$ cat src/rtl/wdog_pkg.sv
// Shared constants, bus carriers and helpers of the watchdog block.
// Assumes a 32-bit AXI4-Lite register bus and one system clock.
package wdog_pkg;

  // Bus widths.
  localparam int ADDR_W = 16;
  localparam int DATA_W = 32;

  // Byte address of a register from its word index.
  function automatic logic [ADDR_W-1:0] wdog_byte_addr(
    input logic [ADDR_W-1:0] idx
  );
    wdog_byte_addr = {idx[ADDR_W-3:0], 2'b00};
  endfunction

  // Register indices; the byte address is four times the index.
  localparam logic [ADDR_W-1:0] IDX_OPTION = 16'h0081;
  localparam logic [ADDR_W-1:0] IDX_OPTION_ALT = 16'h0181;
  localparam logic [ADDR_W-1:0] IDX_CONFIG = 16'h2007;
  localparam logic [ADDR_W-1:0] IDX_STATUS = 16'h0003;
  localparam logic [ADDR_W-1:0] IDX_COMMAND = 16'h0004;
  localparam logic [ADDR_W-1:0] IDX_COUNT = 16'h0005;
  localparam logic [ADDR_W-1:0] ADDR_OPTION = wdog_byte_addr(IDX_OPTION);
  localparam logic [ADDR_W-1:0] ADDR_OPTION_ALT =
    wdog_byte_addr(IDX_OPTION_ALT);
  localparam logic [ADDR_W-1:0] ADDR_CONFIG = wdog_byte_addr(IDX_CONFIG);
  localparam logic [ADDR_W-1:0] ADDR_STATUS = wdog_byte_addr(IDX_STATUS);
  localparam logic [ADDR_W-1:0] ADDR_COMMAND = wdog_byte_addr(IDX_COMMAND);
  localparam logic [ADDR_W-1:0] ADDR_COUNT = wdog_byte_addr(IDX_COUNT);

  // Field positions and reset values.
  localparam logic [7:0] OPTION_RESET = 8'hff;
  localparam int OPT_ASSIGN_BIT = 3;
  localparam int OPT_RATIO_MSB = 2;
  localparam int OPT_RATIO_LSB = 0;
  localparam int CFG_ENABLE_BIT = 2;
  localparam int STAT_SLEEP_BIT = 0;
  localparam int STAT_PD_BIT = 3;
  localparam int STAT_TO_BIT = 4;
  localparam int CMD_CLEAR_BIT = 0;
  localparam int CMD_SLEEP_BIT = 1;

  // Counter widths and the default base period in oscillator ticks.
  localparam int BASE_W = 16;
  localparam int SCALE_W = 8;
  localparam logic [BASE_W-1:0] BASE_TICKS_DEFAULT = 16'h1000;

  // Bus answers.
  localparam logic [1:0] RESP_OKAY = 2'h0;
  localparam logic [1:0] RESP_SLVERR = 2'h2;

  // Requests from the bus master.
  typedef struct packed {
    logic awvalid;
    logic [ADDR_W-1:0] awaddr;
    logic wvalid;
    logic [DATA_W-1:0] wdata;
    logic [3:0] wstrb;
    logic bready;
    logic arvalid;
    logic [ADDR_W-1:0] araddr;
    logic rready;
  } wdog_axil_req_t;

  // Answers of the slave.
  typedef struct packed {
    logic awready;
    logic wready;
    logic bvalid;
    logic [1:0] bresp;
    logic arready;
    logic rvalid;
    logic [DATA_W-1:0] rdata;
    logic [1:0] rresp;
  } wdog_axil_rsp_t;

  // Processor state as the watchdog sees it.
  typedef enum {WDOG_RUN, WDOG_SLEEP} wdog_mode_t;

  // Terminal count of the shared scaler: 0..127 for the watchdog,
  // 1..255 for Timer0; the scaler divides by one more than this.
  function automatic logic [SCALE_W-1:0] wdog_scale_limit(
    input logic [2:0] ratio,
    input logic to_watchdog
  );
    logic [SCALE_W:0] span;
    span = 9'h001 << ratio;
    if (!to_watchdog) begin
      span = span << 1;
    end
    wdog_scale_limit = SCALE_W'(span - 9'h001);
  endfunction

endpackage

$ cat src/rtl/wdog_base_counter.sv
// Base period counter of the watchdog, stepped by oscillator ticks.
// Assumes ticks are one-cycle pulses synchronous to aclk.
`timescale 1ns/1ps
`default_nettype none
module wdog_base_counter (
  // Clock, reset and freeze.
  input wire logic aclk,
  input wire logic aresetn,
  input wire logic ce,
  // Control.
  input wire logic tick,
  input wire logic enable,
  input wire logic clear,
  input wire logic [wdog_pkg::BASE_W-1:0] limit,
  // Results.
  output logic wrap,
  output logic [wdog_pkg::BASE_W-1:0] count
);
  import wdog_pkg::*;

  logic [BASE_W-1:0] next_count;

  // Clear wins over a tick so a cleared counter never wraps early.
  always_comb begin
    next_count = count;
    wrap = 1'b0;
    if (clear || !enable) begin
      next_count = '0;
    end else if (tick) begin
      if (count >= limit - 16'h0001) begin
        wrap = 1'b1;
        next_count = '0;
      end else begin
        next_count = count + 16'h0001;
      end
    end
  end

  // Register stage.
  always_ff @(posedge aclk) begin
    if (!aresetn) begin
      count <= '0;
    end else if (ce) begin
      count <= next_count;
    end
  end

endmodule
`default_nettype wire

$ cat src/rtl/wdog_scaler.sv
// Shared scaler: divides its step pulses by a terminal count.
// Assumes the caller picks the step source and the clear source.
`timescale 1ns/1ps
`default_nettype none
module wdog_scaler (
  // Clock, reset and freeze.
  input wire logic aclk,
  input wire logic aresetn,
  input wire logic ce,
  // Control.
  input wire logic step,
  input wire logic clear,
  input wire logic [wdog_pkg::SCALE_W-1:0] limit,
  // Results.
  output logic out,
  output logic [wdog_pkg::SCALE_W-1:0] count
);
  import wdog_pkg::*;

  logic [SCALE_W-1:0] next_count;

  // A ratio change mid-count applies at once; a count already at or past the new limit ends on the next step.
  always_comb begin
    next_count = count;
    out = 1'b0;
    if (clear) begin
      next_count = '0;
    end else if (step) begin
      if (count >= limit) begin
        out = 1'b1;
        next_count = '0;
      end else begin
        next_count = count + 8'h01;
      end
    end
  end

  // Register stage.
  always_ff @(posedge aclk) begin
    if (!aresetn) begin
      count <= '0;
    end else if (ce) begin
      count <= next_count;
    end
  end

endmodule
`default_nettype wire

$ cat src/rtl/wdog_timer.sv
// Watchdog timer with shared Timer0/watchdog scaler and AXI4-Lite regs.
// Assumes oscillator ticks and Timer0 ticks arrive as aclk-synchronous
// pulses, and that watchdog_reset is taken by the device reset logic.
//
// The AXI4-Lite register port was decided locally.
`timescale 1ns/1ps
`default_nettype none

// Functional notes
// - Counter runs on own oscillator, also in sleep.
// - Expiry while running gives full device reset.
// - Expiry in sleep wakes device, no reset.
// - Every expiry clears the active-low timeout flag.
// - Enable fuse at zero disables watchdog until the next reset.
// - One scaler shared, select bit and ratio bits.
// - Clear or sleep zeroes count and assigned scaler.
// - Clearing scaler leaves select and ratio unchanged.
module wdog_timer #(
  parameter logic [wdog_pkg::BASE_W-1:0] BASE_TICKS =
    wdog_pkg::BASE_TICKS_DEFAULT
) (
  // Clock, reset and freeze.
  input wire logic aclk,
  input wire logic aresetn,
  input wire logic ce,
  // Register bus.
  input wire wdog_pkg::wdog_axil_req_t s_axil_req,
  output wdog_pkg::wdog_axil_rsp_t s_axil_rsp,
  // Oscillator, fuse and wake sources.
  input wire logic rc_osc_tick,
  input wire logic watchdog_enable_fuse,
  input wire logic ext_wake_event,
  // Timer0 side of the shared scaler.
  input wire logic tmr0_tick,
  input wire logic tmr0_scaler_clear,
  output logic tmr0_scaled_tick,
  // Device effects.
  output logic watchdog_reset,
  output logic wake_pulse,
  output logic sleeping,
  output logic timeout_flag_n
);
  import wdog_pkg::*;

  // Bus slave state.
  wdog_axil_rsp_t next_rsp;
  logic aw_held, next_aw_held, w_held, next_w_held;
  logic [ADDR_W-1:0] aw_addr, next_aw_addr;
  logic [DATA_W-1:0] w_data, next_w_data;
  logic [3:0] w_strb, next_w_strb;
  logic wr_fire, wr_ok, wr_option, wr_cmd, rd_ok;
  logic [DATA_W-1:0] rd_data;

  // Watchdog state.
  logic [7:0] option, next_option;
  wdog_mode_t mode, next_mode;
  logic power_down_n, next_power_down_n, next_timeout_flag_n;
  logic next_watchdog_reset, next_wake_pulse, next_tmr0_scaled_tick;
  logic fuse_en, fuse_done;
  logic cmd_clear, cmd_sleep, wdog_clear, expiry;
  logic scaler_assign_select, base_wrap, scale_step, scale_clear, scale_out;
  logic [SCALE_W-1:0] scale_limit, scale_count;
  logic [BASE_W-1:0] base_count;

  // Register decode for the held write and the offered read.
  always_comb begin
    wr_ok = (aw_addr == ADDR_OPTION) || (aw_addr == ADDR_OPTION_ALT) ||
      (aw_addr == ADDR_COMMAND);
    wr_option = wr_fire && w_strb[0] &&
      ((aw_addr == ADDR_OPTION) || (aw_addr == ADDR_OPTION_ALT));
    wr_cmd = wr_fire && w_strb[0] && (aw_addr == ADDR_COMMAND);
    rd_ok = 1'b1;
    rd_data = '0;
    case (s_axil_req.araddr)
      ADDR_OPTION, ADDR_OPTION_ALT: rd_data[7:0] = option;
      ADDR_CONFIG: rd_data[CFG_ENABLE_BIT] = fuse_en;
      ADDR_STATUS: begin
        rd_data[STAT_SLEEP_BIT] = sleeping;
        rd_data[STAT_PD_BIT] = power_down_n;
        rd_data[STAT_TO_BIT] = timeout_flag_n;
      end
      ADDR_COMMAND: rd_data = '0;
      ADDR_COUNT: rd_data = {8'h00, scale_count, base_count};
      default: rd_ok = 1'b0;
    endcase
  end

  // AXI4-Lite slave: address and data are taken in either order and one
  // write completes once both are held; each ready drops while its half is
  // held or a response is outstanding, which is the write back-pressure.
  always_comb begin
    next_rsp = s_axil_rsp;
    next_aw_held = aw_held;
    next_aw_addr = aw_addr;
    next_w_held = w_held;
    next_w_data = w_data;
    next_w_strb = w_strb;
    wr_fire = 1'b0;
    if (s_axil_req.awvalid && s_axil_rsp.awready) begin
      next_aw_held = 1'b1;
      next_aw_addr = s_axil_req.awaddr;
    end
    if (s_axil_req.wvalid && s_axil_rsp.wready) begin
      next_w_held = 1'b1;
      next_w_data = s_axil_req.wdata;
      next_w_strb = s_axil_req.wstrb;
    end
    if (s_axil_rsp.bvalid && s_axil_req.bready) begin
      next_rsp.bvalid = 1'b0;
    end
    if (aw_held && w_held && !s_axil_rsp.bvalid) begin
      wr_fire = 1'b1;
      next_aw_held = 1'b0;
      next_w_held = 1'b0;
      next_rsp.bvalid = 1'b1;
      next_rsp.bresp = wr_ok ? RESP_OKAY : RESP_SLVERR;
    end
    next_rsp.awready = !next_aw_held && !next_rsp.bvalid;
    next_rsp.wready = !next_w_held && !next_rsp.bvalid;
    if (s_axil_req.arvalid && s_axil_rsp.arready) begin
      next_rsp.rvalid = 1'b1;
      next_rsp.rdata = rd_data;
      next_rsp.rresp = rd_ok ? RESP_OKAY : RESP_SLVERR;
    end else if (s_axil_rsp.rvalid && s_axil_req.rready) begin
      next_rsp.rvalid = 1'b0;
    end
    next_rsp.arready = !next_rsp.rvalid;
  end

  // Bus slave registers.
  always_ff @(posedge aclk) begin
    if (!aresetn) begin
      s_axil_rsp <= '0;
      aw_held <= 1'b0;
      aw_addr <= '0;
      w_held <= 1'b0;
      w_data <= '0;
      w_strb <= '0;
    end else if (ce) begin
      s_axil_rsp <= next_rsp;
      aw_held <= next_aw_held;
      aw_addr <= next_aw_addr;
      w_held <= next_w_held;
      w_data <= next_w_data;
      w_strb <= next_w_strb;
    end
  end

  // The fuse is a strap: caught once after reset release, then fixed
  // until the next reset, so software cannot re-enable the watchdog.
  always_ff @(posedge aclk) begin
    if (!aresetn) begin
      fuse_en <= 1'b0;
      fuse_done <= 1'b0;
    end else if (ce && !fuse_done) begin
      fuse_en <= watchdog_enable_fuse;
      fuse_done <= 1'b1;
    end
  end

  // Scaler routing: the select bit hands the one scaler to either side.
  always_comb begin
    scaler_assign_select = option[OPT_ASSIGN_BIT];
    cmd_clear = wr_cmd && w_data[CMD_CLEAR_BIT];
    cmd_sleep = wr_cmd && w_data[CMD_SLEEP_BIT];
    wdog_clear = cmd_clear || cmd_sleep;
    scale_limit = wdog_scale_limit(option[OPT_RATIO_MSB:OPT_RATIO_LSB],
      scaler_assign_select);
    scale_step = scaler_assign_select ? base_wrap : tmr0_tick;
    scale_clear = scaler_assign_select ? wdog_clear
      : tmr0_scaler_clear;
    expiry = fuse_en && (scaler_assign_select ? scale_out : base_wrap);
  end

  // Base counter steps on every oscillator tick, asleep or awake.
  wdog_base_counter u_base (
    .aclk(aclk),
    .aresetn(aresetn),
    .ce(ce),
    .tick(rc_osc_tick),
    .enable(fuse_en),
    .clear(wdog_clear),
    .limit(BASE_TICKS),
    .wrap(base_wrap),
    .count(base_count)
  );

  // Shared scaler.
  wdog_scaler u_scale (
    .aclk(aclk),
    .aresetn(aresetn),
    .ce(ce),
    .step(scale_step),
    .clear(scale_clear),
    .limit(scale_limit),
    .out(scale_out),
    .count(scale_count)
  );

  // Mode, flags and device effects. An expiry is applied after the
  // commands so that a timeout flag cleared by hardware is never lost
  // to a software clear in the same cycle.
  always_comb begin
    next_option = option;
    next_mode = mode;
    next_power_down_n = power_down_n;
    next_timeout_flag_n = timeout_flag_n;
    next_watchdog_reset = 1'b0;
    next_wake_pulse = 1'b0;
    next_tmr0_scaled_tick = !scaler_assign_select && scale_out;
    if (wr_option) begin
      next_option = w_data[7:0];
    end
    case (mode)
      WDOG_RUN: begin
        if (cmd_sleep) begin
          next_mode = WDOG_SLEEP;
        end
      end
      WDOG_SLEEP: begin
        if (ext_wake_event) begin
          next_mode = WDOG_RUN;
          next_wake_pulse = 1'b1;
        end
      end
      default: next_mode = WDOG_RUN;
    endcase
    if (cmd_clear) begin
      next_timeout_flag_n = 1'b1;
      next_power_down_n = 1'b1;
    end
    if (cmd_sleep) begin
      next_timeout_flag_n = 1'b1;
      next_power_down_n = 1'b0;
    end
    if (expiry) begin
      next_timeout_flag_n = 1'b0;
      if (mode == WDOG_SLEEP) begin
        next_mode = WDOG_RUN;
        next_wake_pulse = 1'b1;
      end else begin
        next_mode = WDOG_RUN;
        next_watchdog_reset = 1'b1;
      end
    end
  end

  // Watchdog registers.
  always_ff @(posedge aclk) begin
    if (!aresetn) begin
      option <= OPTION_RESET;
      mode <= WDOG_RUN;
      sleeping <= 1'b0;
      power_down_n <= 1'b1;
      timeout_flag_n <= 1'b1;
      watchdog_reset <= 1'b0;
      wake_pulse <= 1'b0;
      tmr0_scaled_tick <= 1'b0;
    end else if (ce) begin
      option <= next_option;
      mode <= next_mode;
      sleeping <= (next_mode == WDOG_SLEEP);
      power_down_n <= next_power_down_n;
      timeout_flag_n <= next_timeout_flag_n;
      watchdog_reset <= next_watchdog_reset;
      wake_pulse <= next_wake_pulse;
      tmr0_scaled_tick <= next_tmr0_scaled_tick;
    end
  end
endmodule
`default_nettype wire

$ cat config.mk
export PLATFORM = sky130hd
export DESIGN_NAME = wdog_timer
export DESIGN_NICKNAME = d
export VERILOG_FILES = /design/src/rtl/wdog_pkg.sv /design/src/rtl/wdog_base_counter.sv /design/src/rtl/wdog_scaler.sv /design/src/rtl/wdog_timer.sv
export SDC_FILE = /design/constraint.sdc
export NUM_CORES = 1
export LEC_CHECK = 0
export ABC_AREA = 1
export ABC_CLOCK_PERIOD_IN_PS = 3350
export BUFFER_PORTS_ARGS = -buffer_cell sky130_fd_sc_hd__buf_2
export CAP_MARGIN = 5
export CELL_PAD_IN_SITES_DETAIL_PLACEMENT = 1
export CELL_PAD_IN_SITES_GLOBAL_PLACEMENT = 1
export CORE_UTILIZATION = 42
export DETAILED_ROUTE_END_ITERATION = 10
export PLACE_DENSITY = 0.95
export SLEW_MARGIN = 15
export SYNTH_ARGS = -nofsm -noshare
export SYNTH_HDL_FRONTEND = slang
export SYNTH_SLANG_ARGS = --single-unit
$ cat constraint.sdc
create_clock -name aclk -period 3.35 [get_ports aclk]
set_clock_uncertainty 0.2 [all_clocks]
set_input_delay 1.005 -clock aclk [delete_from_list [all_inputs] [get_ports aclk]]
set_output_delay 1.005 -clock aclk [all_outputs]
set_load 0.1 [all_outputs]
# Word-level counts from Yosys, hierarchy flattened
# Cells that the tools add are included.
# Widths: inputs -> output; s select.
[op_classes]
n_addsub = 3
magnitude_cmp = 2
n_eq_ne = 12
shift = 1
muxes = 48
reduce_logical = 45
[op_table]
columns = ["op", "count"]
rows = [
  ["$mux 32", 3],
  ["$eq 32x2->1 const B", 2],
  ["$mux 16", 4],
  ["$pmux 32 s2", 1],
  ["$eq 16x5->1 const B", 3],
  ["$eq 16x10->1 const B", 2],
  ["$eq 16x11->1 const B", 2],
  ["$eq 32x1->1 const B", 1],
  ["$logic_not 32->1", 1],
  ["$mux 8", 4],
  ["$mux 1", 28],
  ["$reduce_and 2->1", 9],
  ["$logic_and 1x1->1", 17],
  ["$add 16x1->16 const B", 1],
  ["$eq 16x16->1 const B", 1],
  ["$eq 16x4->1 const B", 1],
  ["$ge 16x12->1 const B", 1],
  ["$add 8x1->8 const B", 1],
  ["$ge 8x8->1", 1],
  ["$logic_not 1->1", 8],
  ["$shl 1x3->8 const A", 1],
  ["$sub 8x1->8 const B", 1],
  ["$pmux 1 s3", 2],
  ["$pmux 2 s3", 1],
  ["9 further kinds", 15],
]
[totals]
ff_bits = 140
input_bits = 81
out_inout_bits = 46
word_cells = 136

# Logic depth before layout (Yosys ltp)
# Gate-level depths: netlist (run 1).
[depth]
ltp_word = 16
ltp_mapped = 18
mapped_depth_nobuf = 18

# By module
# A second synthesis (run 1) with hierarchy kept.
[hier_totals]
cells_unflattened = 936
hier_area_um2 = 6745.2
[modules_own_cells]
columns = ["mod", "n_inst", "cells_per_inst", "area_per_inst_um2", "seq_area_each_um2"]
rows = [
  ["wdog_timer", 1, 618, 4586.9, 2122.0],
  ["wdog_base_counter", 1, 230, 1534.0, 320.3],
  ["wdog_scaler", 1, 88, 624.3, 160.2],
]

# Least setup slack after synthesis (run 1)
# OpenSTA, ideal clock, no wires.
[synth_timing]
path_kind = "input port to flip-flop"
from = "input port s_axil_req[14] in the netlist's numbering"
to = "register s_axil_rsp[23] in the netlist's numbering"
setup_time_ns = 0.071
t_arrival_ns = 2.126
t_required_ns = 3.079
slack_ns = 0.953
cell_stages = 8
path_buffers = 1
path_cell_list = "nor2_1 > nand2_1 > nor3_1 > nand2_1 > clkinv_1 > buf_2 > nand2_1 > a21oi_1"
[synth_between]
elab_chain_len = 2
[synth_lines]
columns = ["element", "line", "source"]
rows = [
  ["start: declaration", "wdog_timer.sv:27", "input wire wdog_pkg::wdog_axil_req_t s_axil_req,"],
  ["$eq 16x5->1", "wdog_timer.sv:74", "case (s_axil_req.araddr)"],
  ["$mux 16", "wdog_timer.sv:74", ""],
  ["end signal: assignment", "wdog_timer.sv:140", "s_axil_rsp <= next_rsp;"],
  ["end: declaration", "wdog_timer.sv:28", "output wdog_pkg::wdog_axil_rsp_t s_axil_rsp,"],
]
# No other way between the ends.
# A chain may end at the register's enable or synchronous reset.

# Final worst setup path (run 1)
[layout_timing]
from = "register option[3]"
to = "register wake_pulse"
[layout_between]
elab_chain_len = 9
elab_cells_between_ends = 11
classes_between = "add/sub (1); order compare (1); mux (8); reduce/logical (1)"
[layout_lines]
columns = ["element", "line", "source"]
rows = [
  ["start: declaration", "wdog_timer.sv:55", "logic [7:0] option, next_option;"],
  ["start signal: assignment", "wdog_timer.sv:260", "option <= next_option;"],
  ["$mux 8", "wdog_pkg.sv:88", "if (!to_watchdog) begin"],
  ["$sub 8x1->8", "wdog_pkg.sv:91", "wdog_scale_limit = SCALE_W'(span - 9'h001);"],
  ["$ge 8x8->1", "wdog_scaler.sv:29", "if (count >= limit) begin"],
  ["$mux 1", "wdog_scaler.sv:29", ""],
  ["$mux 1", "wdog_scaler.sv:28", "end else if (step) begin"],
  ["$mux 1", "wdog_scaler.sv:26", "if (clear) begin"],
  ["$mux 1 *", "wdog_timer.sv:172", "expiry = fuse_en && (scaler_assign_select ? scale_out : base_wrap);"],
  ["$logic_and 1x1->1 *", "wdog_timer.sv:172", ""],
  ["$mux 1 *", "wdog_timer.sv:236", "if (expiry) begin"],
  ["end signal: assignment", "wdog_timer.sv:266", "wake_pulse <= next_wake_pulse;"],
  ["end: declaration", "wdog_timer.sv:39", "output logic wake_pulse,"],
]
# Every way passes the cells marked *; elsewhere a longest branch is shown, timed or not.

==> results_dict.tcl, run 1 <==
set metrics [dict create \
    hpwl_um 12000 \
    routed_via_density 5.49 \
    clock-sinks 130 \
    rsz0062_at_grt "no" \
    mappedNetlistArea_um2 5880 \
    drc_errors 0 \
    cap_violations 0 \
    root_buffer "clkbuf_16" \
    cp.required_ps 3430 \
    post-route-period-util_pct 88.2 \
    drive_gt1_share_pct 16.2 \
    grt_pass1_wl_um 30900 \
    syn_avg_cell_area_um2 7.36 \
    n_antenna_cell 0 \
    r2r_end "wake_pulse$_SDFFE_PN0P_" \
    synth_area_leader_cell "dfxtp_1" \
    vias 5879 \
    ys_async_sr_fraction_pct 0 \
    worstMarginPinSlew_ps 638 \
    ys.flop_type "dfxtp_1" \
    cp_data_arrival_time_ps 3040 \
    gp_congestion 0.837 \
    yosys_register_bits 130 \
    grt_use_total_pct 27.7 \
    dr.pass1.iters 5 \
    core_area_um2 13500 \
    synth-seq-area-share_pct 44.2 \
    gr-total-overflow 0 \
    setup_viol 0 \
    die-height_um 120 \
    synth_edf_count 0 \
    switching_share_pct 26.6 \
    clock_latency_ps 430 \
    place_area_um2 6420 \
    std_cell_rows 42 \
    synth_top_area_share_pct 44.2 \
    cts_buffers 17 \
    slew_violations 0 \
    met3_usage_pct 5.66 \
    post_cts_buffers 0 \
    ioPinCount 127 \
    reg2regPathDepth 12 \
    cts_resized 0 \
    synth_most_common_cell "nand2_1" \
    ant_nets 0 \
    clock_path_buffers 2 \
    dr.first_iter.drc_count 342 \
    fin_area_um2 7000 \
    min_to "mode[25]$_SDFFE_PN0P_" \
    hp-class "reg2reg" \
    antenna_found_initial 0 \
    cts_tree "built" \
    holdPathStages 2 \
    start_kind "register" \
    max_slew_margin_pct 57.3 \
    wire_per_inst_um 17.9 \
    min_from "mode[25]$_SDFFE_PN0P_" \
    postCtsHoldBufs 0 \
    crit_fanout 9 \
    p_switching_mw 1.02 \
    detail_route.wirelength_um 19200 \
    synth_area_leaders "dfxtp_1, nand2_1, inv_1" \
    ir_drop_v 0.000384 \
    clockPowerShare_pct 48.6 \
    gr-usage-met1_pct 32.0 \
    grt_max_degree 58 \
    status "complete, no violations" \
    fmax_ghz 0.338 \
    grt_pass1_vias 6025 \
    synthTopCellsByCount "nand2_1, dfxtp_1, inv_1" \
    busiest_layer "met2" \
    die_area_um2 14500 \
    rrSetupSlack_ps 400 \
    critical_path.endpoint_type "register" \
    hold_viol 0 \
    port_buffers 89 \
    start_util_pct 43.7 \
    r2r_start "option[3]$_SDFFE_PN1P_" \
    clk_pin_slew_worst_paths_ps 60 \
    fin_nets 973 \
    power_frac_comb_pct 9.6 \
    fp.dieW_um 120 \
    period_minus_slack_ps 2950 \
    htree_levels 4 \
    yosysUniqueCellTypes 43 \
    internal_power_mw 2.81 \
    power_density_nw_per_um2 547 \
    leakage_nw 3.04 \
    met2_usage_pct 46.9 \
    path_class "reg2reg" \
    areaGrowthSynthToFinish_pct 19.0 \
    seqPwrFrac_pct 41.7 \
    fin_setup_tns_ps 0 \
    netlist_instances 800 \
    yosys_warnings 0 \
]
[power by group through the flow]
stage          clock [mW]  sequential, mW  combinational, mW
3_3_place_gp            0            1.63              0.352
4_1_cts              1.87            1.60              0.369
2_1_floorplan           0            1.74              0.173
6_report             1.86            1.60              0.369
5_1_grt              1.94            1.60              0.393
3_5_place_dp            0            1.63              0.361
[worst max-delay path, cell delays in order (launching register included)]
cell and delay, ps:
dfxtp_1 610, nor2_1 180, o21ai_0 280, ha_1 310, a21oi_1 170, o21a_1 140, nand3_1 280, nand3_1 200
nand2_1 80, nand2_1 160, nand2_1 70, nand2_1 70, a21oi_1 60
[worst max path at each step]
stage               depth (start not counted)                       endpoint  slack [ps]              startpoint
detailed placement                          9    s_axil_rsp[14]$_SDFFE_PN0P_         420          s_axil_req[11]
finish                                     12        wake_pulse$_SDFFE_PN0P_         400  option[3]$_SDFFE_PN1P_
CTS                                        10  u_scale.count[1]$_SDFFE_PN0P_         460  option[3]$_SDFFE_PN1P_
global route                               12        wake_pulse$_SDFFE_PN0P_         180  option[3]$_SDFFE_PN1P_
global placement                            9    s_axil_rsp[14]$_SDFFE_PN0P_         530          s_axil_req[14]
floorplan                                   8    s_axil_rsp[23]$_SDFFE_PN0P_         950          s_axil_req[14]
[final cells by class]
| cell class | count | area (µm²) |
|---|---|---|
| clock buffers | 21 | 440 |
| well taps | 176 | 220 |
| flip-flops and latches | 130 | 2600 |
| repair buffers | 99 | 520 |
| clock inverters | 11 | 138 |
| fillers | 1731 | 6450 |
| multi-input cells | 526 | 2670 |
| inverters | 108 | 405 |
[cell families (layout without fill, tap and decap cells)]
logic type | count (synthesis) | in the layout | synth area share, %
adders and majority gates | 10 | 10 | 2.13
other | 1 | 10 | 0.0637
AOI/OAI and AO/OA | 163 | 163 | 15.7
and+or+nand+nor | 335 | 335 | 25.8
DFF | 130 | 130 | 44.2
buffers and inverters | 153 | 239 | 10.9
xor gates and xnor gates | 8 | 8 | 1.19
[registers in the layout, summed over array words and instances, names as in the netlist, 8 cells and up]
| name | flops |
|---|---|
| mode | 32 |
| s_axil_rsp | 31 |
| aw_addr | 16 |
| u_base.count | 16 |
| option | 8 |
| u_scale.count | 8 |
| w_data | 8 |
[layer usage]
layer  vias up  share of wire (%)
li1       2765                  -
met1      2852                 40
met2       201                 50
met3        61                4.9
met4         0                4.7
met5         -                  0
[placed cells by master (no fill, tap or decap), types with 7 or more instances in the layout]
cell type,count
conb_1,10
o211ai_1,12
nand3_1,31
nand2_1,143
o21ai_0,54
dfxtp_1,130
nand4_1,14
buf_2,89
inv_1,103
buf_4,10
nor3_1,45
nor2_1,78
ha_1,10
a21oi_1,75
clkbuf_16,17
xor2_1,7
[stage by stage]
stage | worst slack (ps) | hold slack, ps | power (mW) | util (%) | cells
floorplan | 953 | 219 | 1.91 | - | 809
global placement | 528 | 227 | 1.98 | 47.7 | 1039
detailed placement | 421 | 236 | 1.99 | 47.7 | 1039
CTS | 463 | 247 | 3.84 | 52.0 | 1071
global route | 178 | 264 | 3.94 | 52.0 | 1071
finish | 395 | 242 | 3.83 | 52.0 | 1071
Power figures use the tool's default switching activity.
==> run 2, diff against run 1 <==
Settings changed: CORE_MARGIN set to 10, CORE_UTILIZATION 42 to 40, PLACE_DENSITY 0.95 to 0.91.
==> run 2 against run 1 <==
Global-route usage is 10 points lower; clock power barely moved; sequential power is essentially flat; largest power group unchanged; power fell by 0.14%; highest routed layer unchanged; wire length down 7.9%.
==> results_dict.tcl, run 2 (synthesis results as in run 1) <==
set metrics [dict create \
    status "complete, no violations" \
    htree_levels 4 \
    drive_gt1_share_pct 16.7 \
    min_from "mode[11]$_SDFFE_PN0P_" \
    regMostFlops "mode" \
    setup_viol 0 \
    wire_per_inst_um 16.3 \
    worstMarginPinSlew_ps 832 \
    crit_fanout 9 \
    drc_errors 0 \
    start_kind "register" \
    areaGrowthSynthToFinish_pct 19.7 \
    fin_ws_ps 506 \
    holdPathStages 2 \
    crit_chain "nor2_1 -> o21ai_0 -> ha_1 -> a21oi_1 -> o21a_1 -> nand3_1 -> nand3_1 -> nand2_1 -> nand2_1 -> nand2_1 -> nand2_1 -> a21oi_1" \
    r2r_end "wake_pulse$_SDFFE_PN0P_" \
    cp.required_ps 3430 \
    root_buffer "clkbuf_16" \
    post_cts_buffers 0 \
    reg_top3 "mode (32), s_axil_rsp (31)" \
    clock_path_buffers 2 \
    routed_via_density 5.10 \
    rsz0062_at_grt "no" \
    dr.first_iter.drc_count 223 \
    post-route-period-util_pct 84.9 \
    cts_buffers 17 \
    die_area_um2 20000 \
    critical_path.endpoint_type "register" \
    grt_use_total_pct 17.8 \
    vias 5512 \
    ant_nets 0 \
    fin_setup_tns_ps 0 \
    grt_pass1_wl_um 29100 \
    final_cell_mix "nand2_1, dfxtp_1, inv_1, buf_2, nor2_1" \
    cpPeakStageDelay_ps 580 \
    fin_hold_ws_ps 242 \
    cts_resized 0 \
    antenna_found_initial 0 \
    path_class "reg2reg" \
    clock-sinks 130 \
    path_common_cell "nand2_1" \
    std_cell_rows 44 \
    rrSetupSlack_ps 510 \
    cts_tree "built" \
    leakage_nw 3.06 \
    port_buffers 89 \
    finalPower_mw 3.83 \
    ioPinCount 127 \
    slew_violations 0 \
    cp_slowest_cell "dfxtp_1" \
    fin_nets 975 \
    core_area_um2 14500 \
    final_common_cell "nand2_1" \
    postCtsHoldBufs 0 \
    start_util_pct 40.6 \
    die-height_um 141 \
    reg2regPathDepth 12 \
    hp-class "reg2reg" \
    grt_max_degree 52 \
    min_to "mode[11]$_SDFFE_PN0P_" \
    period_minus_slack_ps 2840 \
    power_density_nw_per_um2 543 \
    hold_viol 0 \
    largest_register_ffs 32 \
    r2r_start "option[3]$_SDFFE_PN1P_" \
    detail_route.wirelength_um 17600 \
    clock_latency_ps 430 \
    hpwl_um 12400 \
    fmax_ghz 0.352 \
    ir_drop_v 0.000343 \
    grt_pass1_vias 5901 \
    cp_data_arrival_time_ps 2930 \
    cap_violations 0 \
    max_slew_margin_pct 44.4 \
    n_antenna_cell 0 \
    gp_congestion 0.872 \
    dr.pass1.iters 4 \
    gr-total-overflow 0 \
    pre_cts_slack_ps 456 \
    fp.dieW_um 141 \
    clk_pin_slew_worst_paths_ps 60 \
]
run 2: cell count changes in the layout (fill, tap and decap cells not counted), sizes merged:
| cell | delta |
|---|---|
| inv | +2 |
| clkbuf | -1 |
| buf | +2 |
| bufinv | -1 |
| clkinvlp | -1 |
run 2: layer usage:
layer / GRT usage [%] / part of all wire [%] / vias up / wire length [µm]
met2: 30.3 / 49 / 115 / 8570
met5: 0 / 0 / - / 0
li1: - / - / 2759 / -
met4: 8.15 / 2.9 / 0 / 506
met1: 20.5 / 44 / 2604 / 7820
met3: 4.41 / 4.2 / 34 / 742
run 2: cell type report:
type / instances / area, µm²
fill: 1870 / 7440
multi-input combinational: 526 / 2670
sequential: 130 / 2600
timing repair buffer: 101 / 536
clock buffer: 20 / 467
inverter: 108 / 405
tap: 184 / 230
clock inverter: 11 / 129
run 2: stage by stage:
stage	instance area [µm²]	utilization (%)	instances
CTS	7040	48.6	1080
detailed placement	6450	44.5	1049
global route	7040	48.6	1080
finish	7040	48.6	1080
global placement	6450	44.5	1049
floorplan	5920	-	809
run 2: power breakdown:
group          switching [mW]  total (mW)  internal [mW]
sequential             0.0186        1.60           1.58
clock                   0.711        1.87           1.15
combinational           0.290       0.364         0.0740
run 2: worst max-delay path by stage:
| stage | startpoint | to | slack [ps] | depth (start not counted) |
|---|---|---|---|---|
| 3_3_place_gp | s_axil_req[14] | s_axil_rsp[17]$_SDFFE_PN0P_ | 520 | 9 |
| 4_1_cts | option[3]$_SDFFE_PN1P_ | wake_pulse$_SDFFE_PN0P_ | 530 | 12 |
| 5_1_grt | option[3]$_SDFFE_PN1P_ | wake_pulse$_SDFFE_PN0P_ | 270 | 12 |
| 6_report | option[3]$_SDFFE_PN1P_ | wake_pulse$_SDFFE_PN0P_ | 510 | 12 |
| 2_1_floorplan | s_axil_req[14] | s_axil_rsp[23]$_SDFFE_PN0P_ | 950 | 8 |
| 3_5_place_dp | s_axil_req[14] | s_axil_rsp[14]$_SDFFE_PN0P_ | 460 | 9 |
run 2: worst max-delay path, delay by kind of cell, from the launching register on:
kind                       cells  cell delay (ps)
AOI/OAI and AO/OA              4              560
and+or+nand+nor                7             1060
adders and majority gates      1              280
DFF                            1              580
